===== src/hdl/cida_pkg.sv =====
/*
 * cida_pkg: constants for the configuration index/data access block.
 * assumes: a single-clock host bridge with 32-bit I/O port accesses.
 */
package cida_pkg;
    // I/O port addresses
    localparam logic [15:0] CIDA_PORT_INDEX = 16'h0cf8;
    localparam logic [15:0] CIDA_PORT_DATA = 16'h0cfc;
    // index register fields
    localparam int CIDA_ENABLE_BIT = 31;
    localparam int CIDA_BUS_LSB = 16;
    localparam int CIDA_BUS_MSB = 23;
    localparam int CIDA_DEV_LSB = 11;
    localparam int CIDA_DEV_MSB = 15;
    localparam int CIDA_FUNC_LSB = 8;
    localparam int CIDA_FUNC_MSB = 10;
    localparam int CIDA_REG_LSB = 2;
    localparam int CIDA_REG_MSB = 7;
    localparam logic [31:0] CIDA_INDEX_WMASK = 32'h80ff_fffc;
    localparam logic [31:0] CIDA_INDEX_RESET = 32'h0000_0000;
    // node device numbers on bus 0
    localparam logic [7:0] CIDA_NODE_BUS = 8'h00;
    localparam logic [4:0] CIDA_NODE_DEV_FIRST = 5'h18;
    localparam logic [2:0] CIDA_NODE_FUNC = 3'h0;
    // link type register byte offsets within function 0
    localparam logic [7:0] CIDA_LINK0_OFS = 8'h98;
    localparam logic [7:0] CIDA_LINK1_OFS = 8'hb8;
    localparam logic [7:0] CIDA_LINK2_OFS = 8'hd8;
    localparam logic [7:0] CIDA_LINK3_OFS = 8'hf8;
    // link type register bit positions, then link and node counts and status width
    localparam int CIDA_LT_CONNECTED = 0;
    localparam int CIDA_LT_INIT_DONE = 1;
    localparam int CIDA_LT_NONCOH = 2;
    localparam int CIDA_LT_PENDING = 4;
    localparam int CIDA_LINKS = 4;
    localparam int CIDA_NODES = 8;
    localparam int CIDA_STAT_W = 4;
    // value returned by a config read that hits nothing
    localparam logic [31:0] CIDA_MISS_DATA = 32'hffff_ffff;
endpackage


===== src/hdl/cida_link_regs.sv =====
/*
 * cida_link_regs: combinational link type register view of all nodes.
 * assumes: status inputs already synchronised to the reference clock.
 */
`timescale 1ns/10ps
module cida_link_regs #(
    parameter int NODES = 8,
    parameter int LINKS = 4
) (
    // per node, per link: {pending, noncoherent, init done, connected}
    input wire logic [NODES*LINKS*4-1:0] i_link_stat,
    // decoded target
    input wire logic [4:0] i_dev,
    input wire logic [5:0] i_dword,
    // result
    output logic o_hit,
    output logic [31:0] o_data
);
    import cida_pkg::*;

    function automatic logic [31:0] cida_fmt(input logic [3:0] s);
        logic [31:0] w;
        w = 32'h0000_0000;
        w[CIDA_LT_CONNECTED] = s[0];
        w[CIDA_LT_INIT_DONE] = s[1];
        w[CIDA_LT_NONCOH] = s[2];
        w[CIDA_LT_PENDING] = s[3];
        return w;
    endfunction

    logic [7:0] link_ofs [LINKS];
    assign link_ofs[0] = CIDA_LINK0_OFS;
    assign link_ofs[1] = CIDA_LINK1_OFS;
    assign link_ofs[2] = CIDA_LINK2_OFS;
    assign link_ofs[3] = CIDA_LINK3_OFS;

    always_comb begin
        logic [4:0] node;
        logic [7:0] ofs;
        node = i_dev - CIDA_NODE_DEV_FIRST;
        ofs = {i_dword, 2'b00};
        o_hit = 1'b0;
        o_data = 32'h0000_0000;
        if (i_dev >= CIDA_NODE_DEV_FIRST &&
                32'(node) < NODES) begin
            for (int l = 0; l < LINKS; l++) begin
                if (ofs == link_ofs[l]) begin
                    o_hit = 1'b1;
                    o_data = cida_fmt(i_link_stat[
                        (32'(node) * LINKS + l) * 4 +: 4]);
                end
            end
        end
    end
endmodule


===== src/hdl/cida_top.sv =====
/*
 * cida_top: configuration index/data I/O port pair with node link status.
 * assumes: one 32-bit I/O access per request pulse; link status pins
 * come from another domain and are synchronised here.
 */
`timescale 1ns/10ps
// Operation
// - index register decoded at I/O port 16'h0cf8, holds next target.
// - data register at I/O port 16'h0cfc accesses the indexed register.
// - index bit 31 must be set for data access to reach config space.
// - index fields: bus 23-16, device 15-11, function 10-8, dword 7-2.
// - up to eight nodes answer as bus 0 devices 18h-1Fh, function 0.
// - link type registers at 98h, B8h, D8h, F8h for links 0-3.
// - bit 0 connected and bit 2 noncoherent are read-only status.
module cida_top #(
    parameter int NODES = cida_pkg::CIDA_NODES,
    parameter int LINKS = cida_pkg::CIDA_LINKS
) (
    // clock and reset
    input wire logic i_ref_clk,
    input wire logic i_resetn,
    // processor I/O port access
    input wire logic i_io_req,
    input wire logic i_io_wr,
    input wire logic [15:0] i_io_addr,
    input wire logic [31:0] i_io_wdata,
    output logic o_io_ack,
    output logic [31:0] o_io_rdata,
    // node link status pins
    input wire logic [NODES*LINKS*cida_pkg::CIDA_STAT_W-1:0] i_link_stat,
    // ordinary I/O forward
    output logic o_fwd_req,
    output logic o_fwd_wr,
    output logic [15:0] o_fwd_addr,
    output logic [31:0] o_fwd_wdata,
    input wire logic i_fwd_ack,
    input wire logic [31:0] i_fwd_rdata,
    // configuration cycle monitor
    output logic o_cfg_cycle,
    output logic [31:0] o_index
);
    import cida_pkg::*;

    localparam int SW = NODES * LINKS * CIDA_STAT_W;

    typedef enum logic [1:0] {
        CIDA_IDLE = 2'b00,
        CIDA_FWD = 2'b01
    } cida_state_t;

    typedef struct packed {
        cida_state_t st;
        logic [31:0] index;
        logic ack;
        logic [31:0] rdata;
        logic fwd_req;
        logic fwd_wr;
        logic [15:0] fwd_addr;
        logic [31:0] fwd_wdata;
        logic cfg;
        logic [SW-1:0] s1;
        logic [SW-1:0] s2;
    } cida_regs_t;

    cida_regs_t r_q;
    cida_regs_t r_d;
    logic lr_hit;
    logic [31:0] lr_data;

    ////////////////////////////////////////////////////////////////////
    cida_link_regs #(
        .NODES(NODES),
        .LINKS(LINKS)
    ) u_link (
        .i_link_stat(r_q.s2),
        .i_dev(r_q.index[CIDA_DEV_MSB:CIDA_DEV_LSB]),
        .i_dword(r_q.index[CIDA_REG_MSB:CIDA_REG_LSB]),
        .o_hit(lr_hit),
        .o_data(lr_data)
    );

    ////////////////////////////////////////////////////////////////////
    always_comb begin
        logic en;
        logic tgt;
        en = r_q.index[CIDA_ENABLE_BIT];
        tgt = lr_hit &&
            r_q.index[CIDA_BUS_MSB:CIDA_BUS_LSB] == CIDA_NODE_BUS &&
            r_q.index[CIDA_FUNC_MSB:CIDA_FUNC_LSB] == CIDA_NODE_FUNC;
        r_d = r_q;
        // two-flop sync of link status pins
        r_d.s1 = i_link_stat;
        r_d.s2 = r_q.s1;
        r_d.ack = 1'b0;
        r_d.cfg = 1'b0;
        case (r_q.st)
            CIDA_IDLE: begin
                if (i_io_req && i_io_addr == CIDA_PORT_INDEX) begin
                    if (i_io_wr) begin
                        r_d.index = i_io_wdata & CIDA_INDEX_WMASK;
                    end
                    r_d.rdata = r_q.index;
                    r_d.ack = 1'b1;
                end else if (i_io_req && i_io_addr == CIDA_PORT_DATA &&
                        en) begin
                    r_d.cfg = 1'b1;
                    r_d.rdata = tgt ? lr_data : CIDA_MISS_DATA;
                    r_d.ack = 1'b1;
                end else if (i_io_req) begin
                    r_d.fwd_req = 1'b1;
                    r_d.fwd_wr = i_io_wr;
                    r_d.fwd_addr = i_io_addr;
                    r_d.fwd_wdata = i_io_wdata;
                    r_d.st = CIDA_FWD;
                end
            end
            CIDA_FWD: begin
                if (i_fwd_ack) begin
                    r_d.fwd_req = 1'b0;
                    r_d.rdata = i_fwd_rdata;
                    r_d.ack = 1'b1;
                    r_d.st = CIDA_IDLE;
                end
            end
            default: begin
                r_d.st = CIDA_IDLE;
            end
        endcase
    end

    always_ff @(posedge i_ref_clk or negedge i_resetn) begin
        if (!i_resetn) begin
            r_q <= '0;
        end else begin
            r_q <= r_d;
        end
    end

    assign o_io_ack = r_q.ack;
    assign o_io_rdata = r_q.rdata;
    assign o_fwd_req = r_q.fwd_req;
    assign o_fwd_wr = r_q.fwd_wr;
    assign o_fwd_addr = r_q.fwd_addr;
    assign o_fwd_wdata = r_q.fwd_wdata;
    assign o_cfg_cycle = r_q.cfg;
    assign o_index = r_q.index;

    ////////////////////////////////////////////////////////////////////
    AST_INDEX_WRITE:
    assert property (@(posedge i_ref_clk) disable iff (!i_resetn)
        r_q.st == CIDA_IDLE && i_io_req && i_io_wr &&
        i_io_addr == CIDA_PORT_INDEX |=>
        o_index == ($past(i_io_wdata) & CIDA_INDEX_WMASK) && o_io_ack)
        else $error("index write not captured");

    AST_DATA_CFG:
    assert property (@(posedge i_ref_clk) disable iff (!i_resetn)
        r_q.st == CIDA_IDLE && i_io_req &&
        i_io_addr == CIDA_PORT_DATA && o_index[31] |=>
        o_cfg_cycle && o_io_ack && !o_fwd_req)
        else $error("data access made no config cycle");

    AST_ENABLE_GATES:
    assert property (@(posedge i_ref_clk) disable iff (!i_resetn)
        o_cfg_cycle |-> $past(o_index[31]))
        else $error("config cycle without enable");

    AST_RESERVED_ZERO:
    assert property (@(posedge i_ref_clk) disable iff (!i_resetn)
        o_index[30:24] == 7'h00 && o_index[1:0] == 2'h0)
        else $error("reserved index bits set");

    AST_NODE_RANGE:
    assert property (@(posedge i_ref_clk) disable iff (!i_resetn)
        lr_hit |-> r_q.index[15:11] >= 5'h18)
        else $error("hit outside node devices");

    AST_LINK_OFS:
    assert property (@(posedge i_ref_clk) disable iff (!i_resetn)
        lr_hit |-> r_q.index[4:2] == 3'h6)
        else $error("hit at non link offset");

    AST_STATUS_LAYOUT:
    assert property (@(posedge i_ref_clk) disable iff (!i_resetn)
        lr_hit |-> lr_data[31:5] == 27'h0 && lr_data[3] == 1'b0)
        else $error("reserved status bits set");

    AST_WRITE_IGNORED:
    assert property (@(posedge i_ref_clk) disable iff (!i_resetn)
        o_cfg_cycle |-> $stable(o_index))
        else $error("data write disturbed index");

    AST_FORWARD:
    assert property (@(posedge i_ref_clk) disable iff (!i_resetn)
        r_q.st == CIDA_IDLE && i_io_req &&
        i_io_addr == CIDA_PORT_DATA && !o_index[31] |=>
        o_fwd_req && o_fwd_addr == CIDA_PORT_DATA && !o_cfg_cycle)
        else $error("disabled data access not forwarded");

    AST_INDEX_READ:
    assert property (@(posedge i_ref_clk) disable iff (!i_resetn)
        r_q.st == CIDA_IDLE && i_io_req && !i_io_wr &&
        i_io_addr == CIDA_PORT_INDEX |=>
        o_io_rdata == $past(o_index) && o_io_ack)
        else $error("index read returned wrong value");

    AST_MISS_DATA:
    assert property (@(posedge i_ref_clk) disable iff (!i_resetn)
        r_q.st == CIDA_IDLE && i_io_req && o_index[31] &&
        i_io_addr == CIDA_PORT_DATA && o_index[23:16] != 8'h00 |=>
        o_io_rdata == CIDA_MISS_DATA)
        else $error("other bus read did not miss");

    AST_FWD_HOLD:
    assert property (@(posedge i_ref_clk) disable iff (!i_resetn)
        o_fwd_req && !i_fwd_ack |=>
        o_fwd_req && $stable(o_fwd_addr))
        else $error("forward request dropped early");
endmodule


===== config.mk =====
export PLATFORM = sky130hd
export DESIGN_NAME = cida_top
export DESIGN_NICKNAME = d
export VERILOG_FILES = /design/src/hdl/cida_pkg.sv /design/src/hdl/cida_link_regs.sv /design/src/hdl/cida_top.sv
export SDC_FILE = /design/constraint.sdc
export NUM_CORES = 1
export LEC_CHECK = 0
export BUFFER_PORTS_ARGS = -buffer_cell sky130_fd_sc_hd__buf_2
export CAP_MARGIN = 5
export CORE_ASPECT_RATIO = 1.25
export CORE_MARGIN = 2
export CORE_UTILIZATION = 50
export CTS_CLUSTER_SIZE = 24
export DETAILED_ROUTE_END_ITERATION = 10
export PLACE_DENSITY_LB_ADDON = 0.1
export SETUP_SLACK_MARGIN = 0.5
export SLEW_MARGIN = 10
export SYNTH_ARGS = -nofsm -noshare
export SYNTH_HDL_FRONTEND = slang
export SYNTH_SLANG_ARGS = --single-unit

===== constraint.sdc =====
create_clock -name i_ref_clk -period 2.3 [get_ports i_ref_clk]
set_input_delay 0.345 -clock i_ref_clk [delete_from_list [all_inputs] [get_ports i_ref_clk]]
set_output_delay 0.345 -clock i_ref_clk [all_outputs]
set_load 0.05 [all_outputs]

==> results of run 1 <==
## synth_stat cells (2+ instances only)
library cell	number	share of area
sky130_fd_sc_hd__and3_1	2	0.00098
sky130_fd_sc_hd__nand3_1	7	0.0027
sky130_fd_sc_hd__mux4_2	24	0.042
sky130_fd_sc_hd__and4bb_2	2	0.0020
sky130_fd_sc_hd__and4b_1	2	0.0016
sky130_fd_sc_hd__buf_2	14	0.0055
sky130_fd_sc_hd__buf_4	114	0.067
sky130_fd_sc_hd__a221o_1	7	0.0055
sky130_fd_sc_hd__dfrtp_1	364	0.71
sky130_fd_sc_hd__nor2b_1	5	0.0024
sky130_fd_sc_hd__nand2_1	19	0.0056
sky130_fd_sc_hd__mux4_1	6	0.012
sky130_fd_sc_hd__clkbuf_1	8	0.0023
sky130_fd_sc_hd__nor2_1	32	0.0094
sky130_fd_sc_hd__nor3_1	2	0.00078
sky130_fd_sc_hd__mux2_2	72	0.063
sky130_fd_sc_hd__a22o_1	2	0.0014
sky130_fd_sc_hd__nand4b_1	2	0.0014
sky130_fd_sc_hd__buf_6	5	0.0044
sky130_fd_sc_hd__a21oi_1	30	0.012
sky130_fd_sc_hd__o21ai_0	3	0.0012
sky130_fd_sc_hd__nor4_1	2	0.00098
sky130_fd_sc_hd__nand4_1	4	0.0020
sky130_fd_sc_hd__a22oi_1	21	0.012
sky130_fd_sc_hd__mux2i_1	10	0.0078
sky130_fd_sc_hd__o2111ai_1	4	0.0027
## final cells by class
cell class                 instances  area (um2)  share of cell area
clock inverter                    14         183              0.0106
sequential                       364        9120               0.529
multi-input combinational        291        2840               0.165
timing repair buffer             514        3650               0.212
tap                              335         419              0.0243
clock buffer                      48        1000              0.0583
inverter                           3        11.3            0.000653
antenna                            3        7.51            0.000436
## worst max-delay path by stage
| stage | startpoint | end | slack, ps | cells past startpoint |
|---|---|---|---|---|
| floorplan | o_index[11] | o_io_rdata[2] | 500 | 7 |
| global placement | o_index[11] | o_io_rdata[1] | -40 | 6 |
| detailed placement | o_index[11] | o_io_rdata[1] | 30 | 6 |
| CTS | o_index[11] | o_io_rdata[4] | 290 | 7 |
| global route | o_index[12] | o_io_rdata[2] | 200 | 7 |
| finish | o_index[12] | o_io_rdata[4] | 310 | 7 |
## through the flow
| stage | setup WS [ps] | power, mW |
|---|---|---|
| 6_report | 311 | 15.9 |
| 5_1_grt | 199 | 16.5 |
| 4_1_cts | 294 | 16.0 |
| 3_5_place_dp | 25.4 | 9.99 |
| 3_3_place_gp | -37.0 | 9.95 |
| 2_1_floorplan | 500 | 9.55 |
## cells by family after synthesis
logic type,after synthesis,synth area share
other,1,0.000293
buffers and inverters,145,0.0806
multiplexers,112,0.126
adder cells (fa/ha/maj),1,0.000978
AND/OR/NAND/NOR,91,0.0382
flip-flops,364,0.712
AO/OA/AOI/OAI,78,0.0420
## sequential cells by signal (all words and copies together) (netlist names)
| name | flops |
|---|---|
| o_fwd_req | 1 |
| o_cfg_cycle | 1 |
| r_q | 129 |
| o_fwd_wr | 1 |
| o_index | 23 |
| o_fwd_wdata | 32 |
| o_io_rdata | 32 |
| o_io_ack | 1 |
| r_d | 128 |
| o_fwd_addr | 16 |
## repair_timing
action,4_1_cts,5_1_grt
setup buffers,15,9
gates cloned,2,1
hold endpoints to repair,195,0
pin swaps,7,6
hold buffers,129,0
setup endpoints to repair,35,33
resized for setup,28,33
## worst register-to-register path: stages, from the launching register on
cell                        delay, ps
sky130_fd_sc_hd__dfrtp_4          470
sky130_fd_sc_hd__clkbuf_4         190
sky130_fd_sc_hd__buf_4            180
sky130_fd_sc_hd__mux2i_1          110
sky130_fd_sc_hd__mux4_2           500
sky130_fd_sc_hd__nand2_1          110
sky130_fd_sc_hd__o2111ai_2        140
sky130_fd_sc_hd__a41oi_2          200
## power by group
group	leakage [nW]	switching, mW	total, mW	internal [mW]
clock network	0.581	2.38	5.81	3.43
registers	4.30	0.241	7.21	6.97
logic	3.17	1.97	2.89	0.919
## layer usage
layer / track usage / routed length, um / vias up
met4: 0.0742 / 866 / 4
li1: - / - / 3468
met3: 0.0448 / 1760 / 61
met2: 0.402 / 15700 / 275
met5: 0 / 32 / -
met1: 0.288 / 11900 / 3798
## layout by cell type, fill, tap and decap left out, types with 3 or more instances in the layout
cell / count
sky130_fd_sc_hd__buf_8: 4
sky130_fd_sc_hd__clkbuf_8: 8
sky130_fd_sc_hd__clkbuf_1: 5
sky130_fd_sc_hd__clkbuf_16: 36
sky130_fd_sc_hd__mux2_2: 72
sky130_fd_sc_hd__mux4_1: 4
sky130_fd_sc_hd__conb_1: 9
sky130_fd_sc_hd__a221o_1: 7
sky130_fd_sc_hd__mux2i_1: 8
sky130_fd_sc_hd__dfrtp_1: 360
sky130_fd_sc_hd__bufinv_16: 3
sky130_fd_sc_hd__a21oi_2: 17
sky130_fd_sc_hd__buf_4: 42
sky130_fd_sc_hd__buf_6: 7
sky130_fd_sc_hd__dlygate4sd3_1: 129
sky130_fd_sc_hd__mux4_2: 26
sky130_fd_sc_hd__clkinv_2: 5
sky130_fd_sc_hd__diode_2: 3
sky130_fd_sc_hd__a21oi_1: 13
sky130_fd_sc_hd__a22oi_1: 21
sky130_fd_sc_hd__nand2_1: 19
sky130_fd_sc_hd__nor2_1: 32
sky130_fd_sc_hd__o21ai_1: 3
sky130_fd_sc_hd__nand3_1: 7
sky130_fd_sc_hd__nand4_1: 4
sky130_fd_sc_hd__nor2b_1: 4
sky130_fd_sc_hd__buf_12: 13
sky130_fd_sc_hd__buf_2: 316
==> results.txt, run 1 <==
----------------------------------------------------
[STA]
  Highest attainable clock frequency ... 503 MHz
  Count of final setup violators ... 0
  Setup TNS Final ... 0 ps
  Post-layout min period ... 1990 ps
  Max_slew headroom ... 0.550
  Max-slew violation count ... 0
  Setup repair after global routing missed its margin ... true
  Period utilisation layout ... 0.865
  Final Hold Slack ... 70.0 ps
  Worst Clk Skew ... 9.97 ps
  Final hold violation count ... 0
  Slew at the pin with the worst max-slew slack ... 675 ps

[Finish]
  Non-filler cells, final ... 1572
  Filler Cells Inserted ... 1745
  Share of post-route cells with drive strength above 1 ... 0.477
  Synth-to-layout area growth ... 34.8%
  Post-route standard cell area excluding fillers ... 17200 um2
  Final net count ... 1423
  Final core utilization ... 0.684

[GRT]
  Pin count of the biggest net entering global routing ... 81
  First-pass GRT wire length ... 46700 um
  Antenna violations before repair ... 4
  Number of global-route vias before repair ... 8190
  Global routing usage summed across all routing layers ... 0.229
  Grt total ovfl ... 0

[Detailed routing]
  Drt drc ... 0
  Initial DRC count ... 216
  Total Wirelength ... 30300 um
  Initial DRT Pass Iterations ... 4
  Total number of vias ... 7606
  Count of nets left with antenna violations after detail routing ... 0
  Routed length per instance ... 19.3 um
  Via count normalized by instance count ... 4.84

[Pwr]
  Power Dens Cells ... 923 nW/um2
  Worst supply voltage drop on vdd ... 0.000701 V
  Leakage Power ... 8.05 nW

[Logic synthesis]
  Mapped Area ... 12800 um2
  Flip-flop and latch count after synthesis ... 364
  Share of async-settable or async-resettable flops after synthesis ... 1.00
  Number of enable flip-flop cells after synthesis ... 0
  Count of cell types in the netlist ... 55
  Synth Flop Type ... sky130_fd_sc_hd__dfrtp_1
  Ys Warns ... 0
  Sequential area share after synthesis ... 0.712
  Number of instances in the synthesized netlist ... 792
  Avg Inst Size Synth ... 16.1 um2

[Setup path]
  Reg2Reg Setup Slack ... 310 ps
  Type of the setup path with the least slack ... reg2reg
  CP required ... 2720 ps
  Arrival time of the worst setup path ... 2410 ps
  Stage delay of the slowest cell on the critical path ... 500 ps
  Launch instance of the worst register-to-register path ... o_index[12]
  Top cell family by delay on the critical path ... multiplexers
  Nature of the critical path endpoint ... flip-flop
  Number of cells on the worst reg-to-reg path ... 7
  Slowest stage cell, crit path ... sky130_fd_sc_hd__mux4_2
  Type of origin of the critical path ... flip-flop
  Buffers and inverters on the worst path ... 2
  Cell-by-cell listing of the critical path ... clkbuf_4, buf_4, mux2i_1, mux4_2, nand2_1, o2111ai_2, a41oi_2
  Reg-to-Reg End ... o_io_rdata[4]
  Max Fanout on Critical Path ... 4

[Min path]
  Start point of the worst min-delay path ... i_fwd_ack
  Depth of the worst hold-timing path ... 2
  Worst Hold Class ... in2reg
  Worst Hold End ... r_q[372]

[Clock network]
  Clock edge transition at the registers on the reported setup and hold paths ... 60 ps
  Number of buffers created by CTS ... 35
  Maximum clock insertion buffer count ... 3
  Skew-Pair Late Insertion Delay ... 510 ps
  TritonCTS clock tree ... yes
  Sinks on Clock Net ... 364
  Maximum level of the CTS H-tree ... 2
  Buffer cell driving the clock tree root ... sky130_fd_sc_hd__clkbuf_16

[Floorplanning]
  Number of primary I/O pins ... 329
  Area of the die ... 26900 um2
  Core Area ... 25200 um2
  Starting Density ... 0.507
  X dimension of the die ... 147 um
  Die extent in y ... 183 um
  Std cell rows ... 65

[Placed design]
  Port Buffers ... 319
  # placed instances ... 1351
  Estimated wirelength of the detail-placed design ... 19400 um
  Global placement routability congestion ... 0.763
  Area of placed instances ... 14300 um2

[Run status]
  Status ... finished, final reports clean

[Flow run]
  Max cap viols ... 0

----------------------------------------------------
Power figures use the tool's default switching activity.
==> run 2, diff against run 1 <==
--- a/config.mk
+++ b/config.mk
@@ -5,6 +5,8 @@
 export SDC_FILE = /design/constraint.sdc
 export NUM_CORES = 1
 export LEC_CHECK = 0
+export ABC_AREA = 1
+export ABC_CLOCK_PERIOD_IN_PS = 2300
 export BUFFER_PORTS_ARGS = -buffer_cell sky130_fd_sc_hd__buf_2
 export CAP_MARGIN = 5
 export CORE_ASPECT_RATIO = 1.25
==> run 2 against run 1 <==
Critical path depth fell by 4. Via count rose by 19%. Maximum frequency rose by 8.1%. Cell area fell by 0.93%. Cell count rose by 21%. Setup slack improved by 150 ps. Synthesized cell count rose by 48%. Clock skew rose by 6.5 ps. Core utilization fell by 2.3 points. Routed wire length rose by 10%. Critical endpoint is now o_index[11]. Largest cell class unchanged.
==> results.txt, run 2 <==
----------------------------------------------------
[Logic synthesis]
  Share of async-settable or async-resettable flops after synthesis ... 1.00 (unchanged)
  Yosys top cell area share ... 0.697 (-0.0148)
  Ranking of synthesized cells by area ... sky130_fd_sc_hd__dfrtp_1, sky130_fd_sc_hd__nand2_1, sky130_fd_sc_hd__buf_4
  Number of instances in the synthesized netlist ... 1169 (+48%)
  Flip-flop and latch count after synthesis ... 364 (unchanged)
  Library cell with the highest instance count after synthesis ... sky130_fd_sc_hd__dfrtp_1
  Count of cell types in the netlist ... 32 (-42%)
  Post-synth top cells ... sky130_fd_sc_hd__dfrtp_1, sky130_fd_sc_hd__nand2_1, sky130_fd_sc_hd__buf_4
  Mapped Area ... 13100 um2 (+2.1%)
  Number of enable flip-flop cells after synthesis ... 0 (unchanged)
  Leading area contributor after synthesis ... sky130_fd_sc_hd__dfrtp_1
  Ys Warns ... 0 (unchanged)
  Sequential area share after synthesis ... 0.697 (-0.0148)
  Avg Inst Size Synth ... 11.2 um2 (-31%)
  Synth Flop Type ... sky130_fd_sc_hd__dfrtp_1

[Finish]
  Top library cells by usage in the layout, fill and taps aside ... sky130_fd_sc_hd__dfrtp_1, sky130_fd_sc_hd__buf_2, sky130_fd_sc_hd__nand2_1
  Most flop-heavy register ... r_q
  Share of post-route cells with drive strength above 1 ... 0.278 (-0.200)
  Filler Cells Inserted ... 2002 (+15%)
  Most frequent standard cell in the layout excluding fill and tap cells ... sky130_fd_sc_hd__dfrtp_1
  Antenna diode count ... 0 (-3)
  Final net count ... 1749 (+23%)
  Number of flip-flops under the largest register name ... 129 (unchanged)
  Synth-to-layout area growth ... 30.7%
  Post-route standard cell area excluding fillers ... 17100 um2 (-0.93%)

[Clock network]
  TritonCTS clock tree ... yes
  Clock edge transition at the registers on the reported setup and hold paths ... 60 ps (about the same)
  Buffer cell driving the clock tree root ... sky130_fd_sc_hd__clkbuf_16
  Sinks on Clock Net ... 364 (unchanged)
  Skew-Pair Late Insertion Delay ... 510 ps (about the same)
  Number of buffers created by CTS ... 36 (+2.9%)
  Maximum clock insertion buffer count ... 3 (unchanged)
  Maximum level of the CTS H-tree ... 2 (unchanged)

[Setup path]
  Number of cells on the worst reg-to-reg path ... 9 (+2)
  Type of origin of the critical path ... flip-flop
  Max Fanout on Critical Path ... 17 (+13)
  Reg-to-Reg End ... o_io_rdata[0]
  Launch instance of the worst register-to-register path ... o_index[11]
  Nature of the critical path endpoint ... output port
  CP required ... 1960 ps (-760 ps)
  Arrival time of the worst setup path ... 1490 ps (-920 ps)
  Reg2Reg Setup Slack ... 540 ps (+230 ps)
  Type of the setup path with the least slack ... reg2out

[Floorplanning]
  Starting Density ... 0.505 (-0.00197)
  Area of the die ... 27400 um2 (+2.1%)
  Core Area ... 25800 um2 (+2.5%)
  Std cell rows ... 66 (+1.5%)
  Die extent in y ... 185 um (+1.0%)
  Number of primary I/O pins ... 329 (unchanged)
  X dimension of the die ... 149 um (+1.0%)

[GRT]
  Pin count of the biggest net entering global routing ... 66 (-19%)
  Antenna violations before repair ... 0 (-4)
  First-pass GRT wire length ... 50900 um (+9.0%)
  Grt total ovfl ... 0 (unchanged)
  Global routing usage summed across all routing layers ... 0.243 (+0.0147)
  Number of global-route vias before repair ... 9415 (+15%)

[STA]
  Final hold violation count ... 0 (unchanged)
  Highest attainable clock frequency ... 543 MHz (+8.1%)
  Final setup margin ... 460 ps (+149 ps)
  Period utilisation layout ... 0.800 (-0.0649)
  Post-layout min period ... 1840 ps (-149 ps)
  Worst Clk Skew ... 16.5 ps (+6.52 ps)
  Setup TNS Final ... 0 ps (unchanged)
  Count of final setup violators ... 0 (unchanged)
  Setup repair after global routing missed its margin ... true
  Max-slew violation count ... 0 (unchanged)

[Pwr]
  Switching Fraction ... 0.350 (+0.0611)
  Power Dens Cells ... 1090 nW/um2 (+18%)
  Clock power share ... 0.318 (-0.047)
  NetSw ... 6.49 mW (+41%)
  Part of the power in combinational logic ... 0.263 (+0.081)
  Power after layout ... 18.6 mW (+17%)
  Sequential share of power ... 0.419 (-0.034)
  Worst supply voltage drop on vdd ... 0.000832 V (+19%)
  Leakage Power ... 8.54 nW (+6.1%)
  Cell-internal power ... 12.1 mW (+6.6%)

[Detailed routing]
  Initial DRC count ... 401 (+86%)
  Met3 WL post-DR ... 1990 um (+13%)
  Routed length per instance ... 17.6 um (-8.8%)
  Drt drc ... 0 (unchanged)
  Total Wirelength ... 33400 um (+10%)
  Total number of vias ... 9074 (+19%)
  Via count normalized by instance count ... 4.79 (-1.1%)
  Metal1 wirelength ... 13200 um (+11%)
  Met2 routed WL ... 17400 um (+11%)
  Uppermost layer routed ... met4
  Initial DRT Pass Iterations ... 5 (+1)
  Count of nets left with antenna violations after detail routing ... 0 (unchanged)

[Placed design]
  Global placement routability congestion ... 0.789 (+3.3%)
  Area of placed instances ... 14400 um2 (+0.46%)
  Estimated wirelength of the detail-placed design ... 21000 um (+8.1%)
  Port Buffers ... 319 (unchanged)
  Pre-CTS setup slack ... 296 ps (+271 ps)

[Min path]
  Start point of the worst min-delay path ... i_fwd_rdata[24]
  Worst Hold End ... o_io_rdata[24]
  Worst Hold Class ... in2reg
  Depth of the worst hold-timing path ... 3 (+1)

[Flow run]
  Max cap viols ... 0 (unchanged)

[Run status]
  Status ... finished, final reports clean

----------------------------------------------------
==> run 2: changes by cell type after synthesis, sizes merged, moves of 40 or more <==
cell   before  now
o21ai       5   98
inv         2   87
nand3       7   90
nor2       34   74
mux2       72    0
nand2      20  249
==> run 2: critical path: stages (launching register included) <==
cell and delay, ps:
sky130_fd_sc_hd__dfrtp_2 470, sky130_fd_sc_hd__buf_4 170, sky130_fd_sc_hd__buf_12 150, sky130_fd_sc_hd__buf_4 190
==> run 2: what timing repair did <==
item | 4_1_cts | 5_1_grt
endpoints found under the setup margin | 7 | 56
resized for setup | 19 | 15
pin swaps | 0 | 1
hold buffers | 129 | 0
hold endpoints to repair | 164 | 0
buffers inserted | 3 | 2
gates cloned | 2 | 2
==> run 2: layout make-up <==
class	count	area, um2	area share
Clock buffer	48	1030	0.0602
Clock inverter	11	163	0.00953
Timing Repair Buffer	479	3400	0.199
Sequential cell	364	9110	0.534
Tap cell	340	425	0.0249
Inverter	88	345	0.0202
Multi-Input combinational cell	566	2600	0.152
==> run 2: worst max-delay path by stage <==
stage                startpoint              to
global placement    o_index[12]   o_io_rdata[0]
CTS                 o_index[11]   o_io_rdata[2]
global route        o_index[11]   o_io_rdata[1]
finish              o_index[11]     o_index[11]
floorplan           o_index[14]  o_io_rdata[13]
detailed placement  o_index[11]   o_io_rdata[2]
==> run 2: layer usage <==
metal  GRT usage  up-vias
met4      0.0629        0
met2       0.441      306
li1            -     4321
met5           0        -
met1       0.305     4395
met3      0.0399       52
==> run 2: power groups by stage <==
stage / clock (mW) / combinational, mW / sequential, mW
finish: 5.90 / 4.88 / 7.78
global route: 6.30 / 5.19 / 7.88
CTS: 6.01 / 4.89 / 7.78
detailed placement: 0 / 4.72 / 7.89
global placement: 0 / 4.66 / 7.88
floorplan: 0 / 4.35 / 7.82
==> run 2: metrics by stage <==
step           hold WS, ps  instances  utilization
2_1_floorplan         49.4       1177            -
3_3_place_gp           286       1699        0.555
3_5_place_dp           284       1699        0.555
4_1_cts               49.1       1892        0.657
5_1_grt               71.3       1896        0.661
6_report              63.7       1896        0.661
==> run 2: cell families (layout without fill, tap and decap cells) <==
| group | count (synthesis) | in the layout | share of synthesized area |
|---|---|---|---|
| buffers and inverters | 247 | 626 | 0.109 |
| AO/OA/AOI/OAI | 129 | 129 | 0.0558 |
| other | 1 | 9 | 0.000287 |
| adder cells (fa/ha/maj) | 1 | 1 | 0.000958 |
| flip-flops | 364 | 364 | 0.697 |
| AND/OR/NAND/NOR | 427 | 427 | 0.136 |
==> run 3, diff against run 2 <==
--- a/config.mk
+++ b/config.mk
@@ -6,7 +6,7 @@
 export NUM_CORES = 1
 export LEC_CHECK = 0
 export ABC_AREA = 1
-export ABC_CLOCK_PERIOD_IN_PS = 2300
+export ABC_CLOCK_PERIOD_IN_PS = 1900
 export BUFFER_PORTS_ARGS = -buffer_cell sky130_fd_sc_hd__buf_2
 export CAP_MARGIN = 5
 export CORE_ASPECT_RATIO = 1.25
==> constraint.sdc (replaced) <==
create_clock -name i_ref_clk -period 1.9 [get_ports i_ref_clk]
set_input_delay 0.285 -clock i_ref_clk [delete_from_list [all_inputs] [get_ports i_ref_clk]]
set_output_delay 0.285 -clock i_ref_clk [all_outputs]
set_load 0.05 [all_outputs]
==> run 3 against run 2 <==
Hold slack got worse by 50 ps. Sequential share of layout area decreased by 8.2 points. Sequential power increased by 26%. Largest cell class unchanged. Highest routed layer unchanged. Cell count increased by 6.4%. Non-clock buffer count increased by 107. Count of clock-buffer cells in the layout decreased by 1. Critical path depth increased by 6. Critical path type is now reg2reg. Clock skew decreased by 8.5 ps. Die area unchanged.
==> results.txt, run 3 (synthesis results as in run 2) <==
----------------------------------------------------
[STA]
  Final hold violation count ... 0 (unchanged)
  Period utilisation layout ... 0.932
  Setup repair after global routing missed its margin ... true
  Count of final setup violators ... 0 (unchanged)
  Max-slew violation count ... 0 (unchanged)
  Setup TNS Final ... 0 ps (unchanged)
  Final Hold Slack ... 13.9 ps (-49.8 ps)
  Post-layout min period ... 1770 ps
  Slew at the pin with the worst max-slew slack ... 852 ps
  Highest attainable clock frequency ... 565 MHz
  Max_slew headroom ... 0.432
  Worst Clk Skew ... 7.98 ps (-8.50 ps)

[Pwr]
  Clock power share ... 0.264 (-0.054)
  Cell-internal power ... 16.6 mW (+38%)
  Switching Fraction ... 0.365 (+0.0158)
  Worst supply voltage drop on vdd ... 0.000965 V (+16%)
  Part of the power in combinational logic ... 0.362 (+0.099)
  Power Dens Cells ... 1300 nW/um2 (+19%)
  Sequential share of power ... 0.374 (-0.045)
  Leakage Power ... 9.78 nW (+14%)
  NetSw ... 9.57 mW (+48%)

[Finish]
  Area occupied by multi-input gates ... 3720 um2 (+43%)
  Final net count ... 1867 (+6.7%)
  Share of post-route cells with drive strength above 1 ... 0.442 (+0.165)
  Number of flip-flops under the largest register name ... 129 (unchanged)
  Final core utilization ... 0.782 (+0.121)
  Post-route standard cell area excluding fillers ... 20200 um2 (+18%)
  Top library cells by usage in the layout, fill and taps aside ... sky130_fd_sc_hd__dfrtp_1, sky130_fd_sc_hd__buf_2, sky130_fd_sc_hd__nand2_1
  Most flop-heavy register ... r_q
  Filler Cells Inserted ... 1469 (-27%)
  Synth-to-layout area growth ... 54.7%
  Combined flip-flop and latch cell area ... 9120 um2 (about the same)
  Antenna diode count ... 0 (unchanged)
  Most frequent standard cell in the layout excluding fill and tap cells ... sky130_fd_sc_hd__dfrtp_1

[Placed design]
  Area of placed instances ... 14400 um2 (about the same)
  Estimated wirelength of the detail-placed design ... 21200 um (+1.3%)
  Port Buffers ... 319 (unchanged)
  Global placement routability congestion ... 0.837 (+6.1%)

[Run status]
  Status ... finished, final reports clean

[Setup path]
  Arrival time of the worst setup path ... 2200 ps (+710 ps)
  Slowest stage cell, crit path ... sky130_fd_sc_hd__dfrtp_2
  Nature of the critical path endpoint ... flip-flop
  Type of the setup path with the least slack ... reg2reg
  Cell-by-cell listing of the critical path ... clkinv_8, buf_12, clkbuf_4, nand2_1, nand3_1, nand3_1, a21oi_2, o21ai_2, a21oi_1
  Buffers and inverters on the worst path ... 3 (unchanged)
  Max Fanout on Critical Path ... 7 (-10)
  Reg2Reg Setup Slack ... 130 ps (-410 ps)
  CP required ... 2330 ps (+370 ps)
  Type of origin of the critical path ... flip-flop
  Stage delay of the slowest cell on the critical path ... 510 ps (+40 ps)
  Top cell family by delay on the critical path ... flip-flops
  Crit path top cell by count ... sky130_fd_sc_hd__nand3_1

[Clock network]
  Number of buffers created by CTS ... 36 (unchanged)
  Skew-Pair Late Insertion Delay ... 520 ps (about the same)
  Buffer cell driving the clock tree root ... sky130_fd_sc_hd__clkbuf_16
  Clock edge transition at the registers on the reported setup and hold paths ... 60 ps (about the same)
  Sinks on Clock Net ... 364 (unchanged)
  TritonCTS clock tree ... yes
  Maximum level of the CTS H-tree ... 2 (unchanged)
  Maximum clock insertion buffer count ... 3 (unchanged)

[GRT]
  Antenna violations before repair ... 0 (unchanged)
  Grt total ovfl ... 0 (unchanged)
  Number of global-route vias before repair ... 10.2k (+8.2%)
  Global routing usage summed across all routing layers ... 0.272 (+0.0288)
  First-pass GRT wire length ... 56300 um (+11%)
  Pin count of the biggest net entering global routing ... 77 (+17%)

[Floorplanning]
  Std cell rows ... 66 (unchanged)
  Number of primary I/O pins ... 329 (unchanged)
  Area of the die ... 27400 um2 (unchanged)
  X dimension of the die ... 149 um (unchanged)
  Die extent in y ... 185 um (unchanged)
  Core Area ... 25800 um2 (unchanged)
  Starting Density ... 0.505 (unchanged)

[Detailed routing]
  Count of nets left with antenna violations after detail routing ... 0 (unchanged)
  Initial DRT Pass Iterations ... 5 (unchanged)
  Routed length per instance ... 21.7 um (+24%)
  Total number of vias ... 10.5k (+15%)
  Via count normalized by instance count ... 5.18 (+8.3%)
  Drt drc ... 0 (unchanged)
  Initial DRC count ... 527 (+31%)
  Total Wirelength ... 43800 um (+31%)

[Min path]
  Worst Hold Class ... in2reg

[Flow run]
  Max cap viols ... 0 (unchanged)

----------------------------------------------------
run 3: path summary, 6_finish.rpt:
check,start,cells after the start,end
max,o_index[11],9,o_io_rdata[0]
min,i_fwd_rdata[24],3,o_io_rdata[24]
max reg2reg,o_index[11],9,o_io_rdata[0]
min reg2reg,r_d[23],0,r_q[23]
max in group asynchronous,i_resetn,3,o_index[9]
min in group asynchronous,i_resetn,2,o_fwd_addr[10]
run 3: worst reg2reg max path: stages, from the launching register on:
cell                       delay [ps]
sky130_fd_sc_hd__dfrtp_2          510
sky130_fd_sc_hd__clkinv_8         130
sky130_fd_sc_hd__buf_12           120
sky130_fd_sc_hd__clkbuf_4         160
sky130_fd_sc_hd__nand2_1           70
sky130_fd_sc_hd__nand3_1           90
sky130_fd_sc_hd__nand3_1          100
sky130_fd_sc_hd__a21oi_2          240
sky130_fd_sc_hd__o21ai_2          110
sky130_fd_sc_hd__a21oi_1          150
run 3: repair_timing:
| action | in CTS | in global routing |
|---|---|---|
| hold buffers | 137 | 0 |
| pin swaps | 5 | 51 |
| endpoints found under the setup margin | 210 | 159 |
| hold endpoints to repair | 173 | 0 |
| gates resized for setup | 274 | 340 |
| setup buffers | 33 | 45 |
| cloned | 17 | 18 |
run 3: final cells by class:
class	count	area share
sequential	364	0.451
timing repair buffer	586	0.266
multi-input combinational	573	0.184
clock buffer	47	0.0491
tap	340	0.0211
inverter	88	0.0193
clock inverter	15	0.00712
timing repair inverter	4	0.00254
run 3: per-stage QoR:
step	setup slack [ps]	total power, mW	std cells
3_3_place_gp	-35.8	15.2	1705
6_report	129	26.2	2017
2_1_floorplan	490	14.7	1177
4_1_cts	167	24.2	1954
5_1_grt	83.1	27.0	2017
3_5_place_dp	-44.5	15.2	1705
run 3: power groups by stage:
stage / Sequential, mW / Clock (mW) / Combinational (mW)
floorplan: 9.47 / 0 / 5.26
global placement: 9.52 / 0 / 5.66
CTS: 9.49 / 6.96 / 7.75
detailed placement: 9.53 / 0 / 5.71
finish: 9.80 / 6.91 / 9.49
global route: 9.88 / 7.32 / 9.82
run 3: per-layer routing:
metal | global-route usage | vias up | wire length, um
li1 | - | 4567 | -
met1 | 0.329 | 5196 | 15600
met2 | 0.473 | 537 | 22700
met3 | 0.0495 | 156 | 2800
met4 | 0.131 | 0 | 2730
met5 | 0 | - | 0
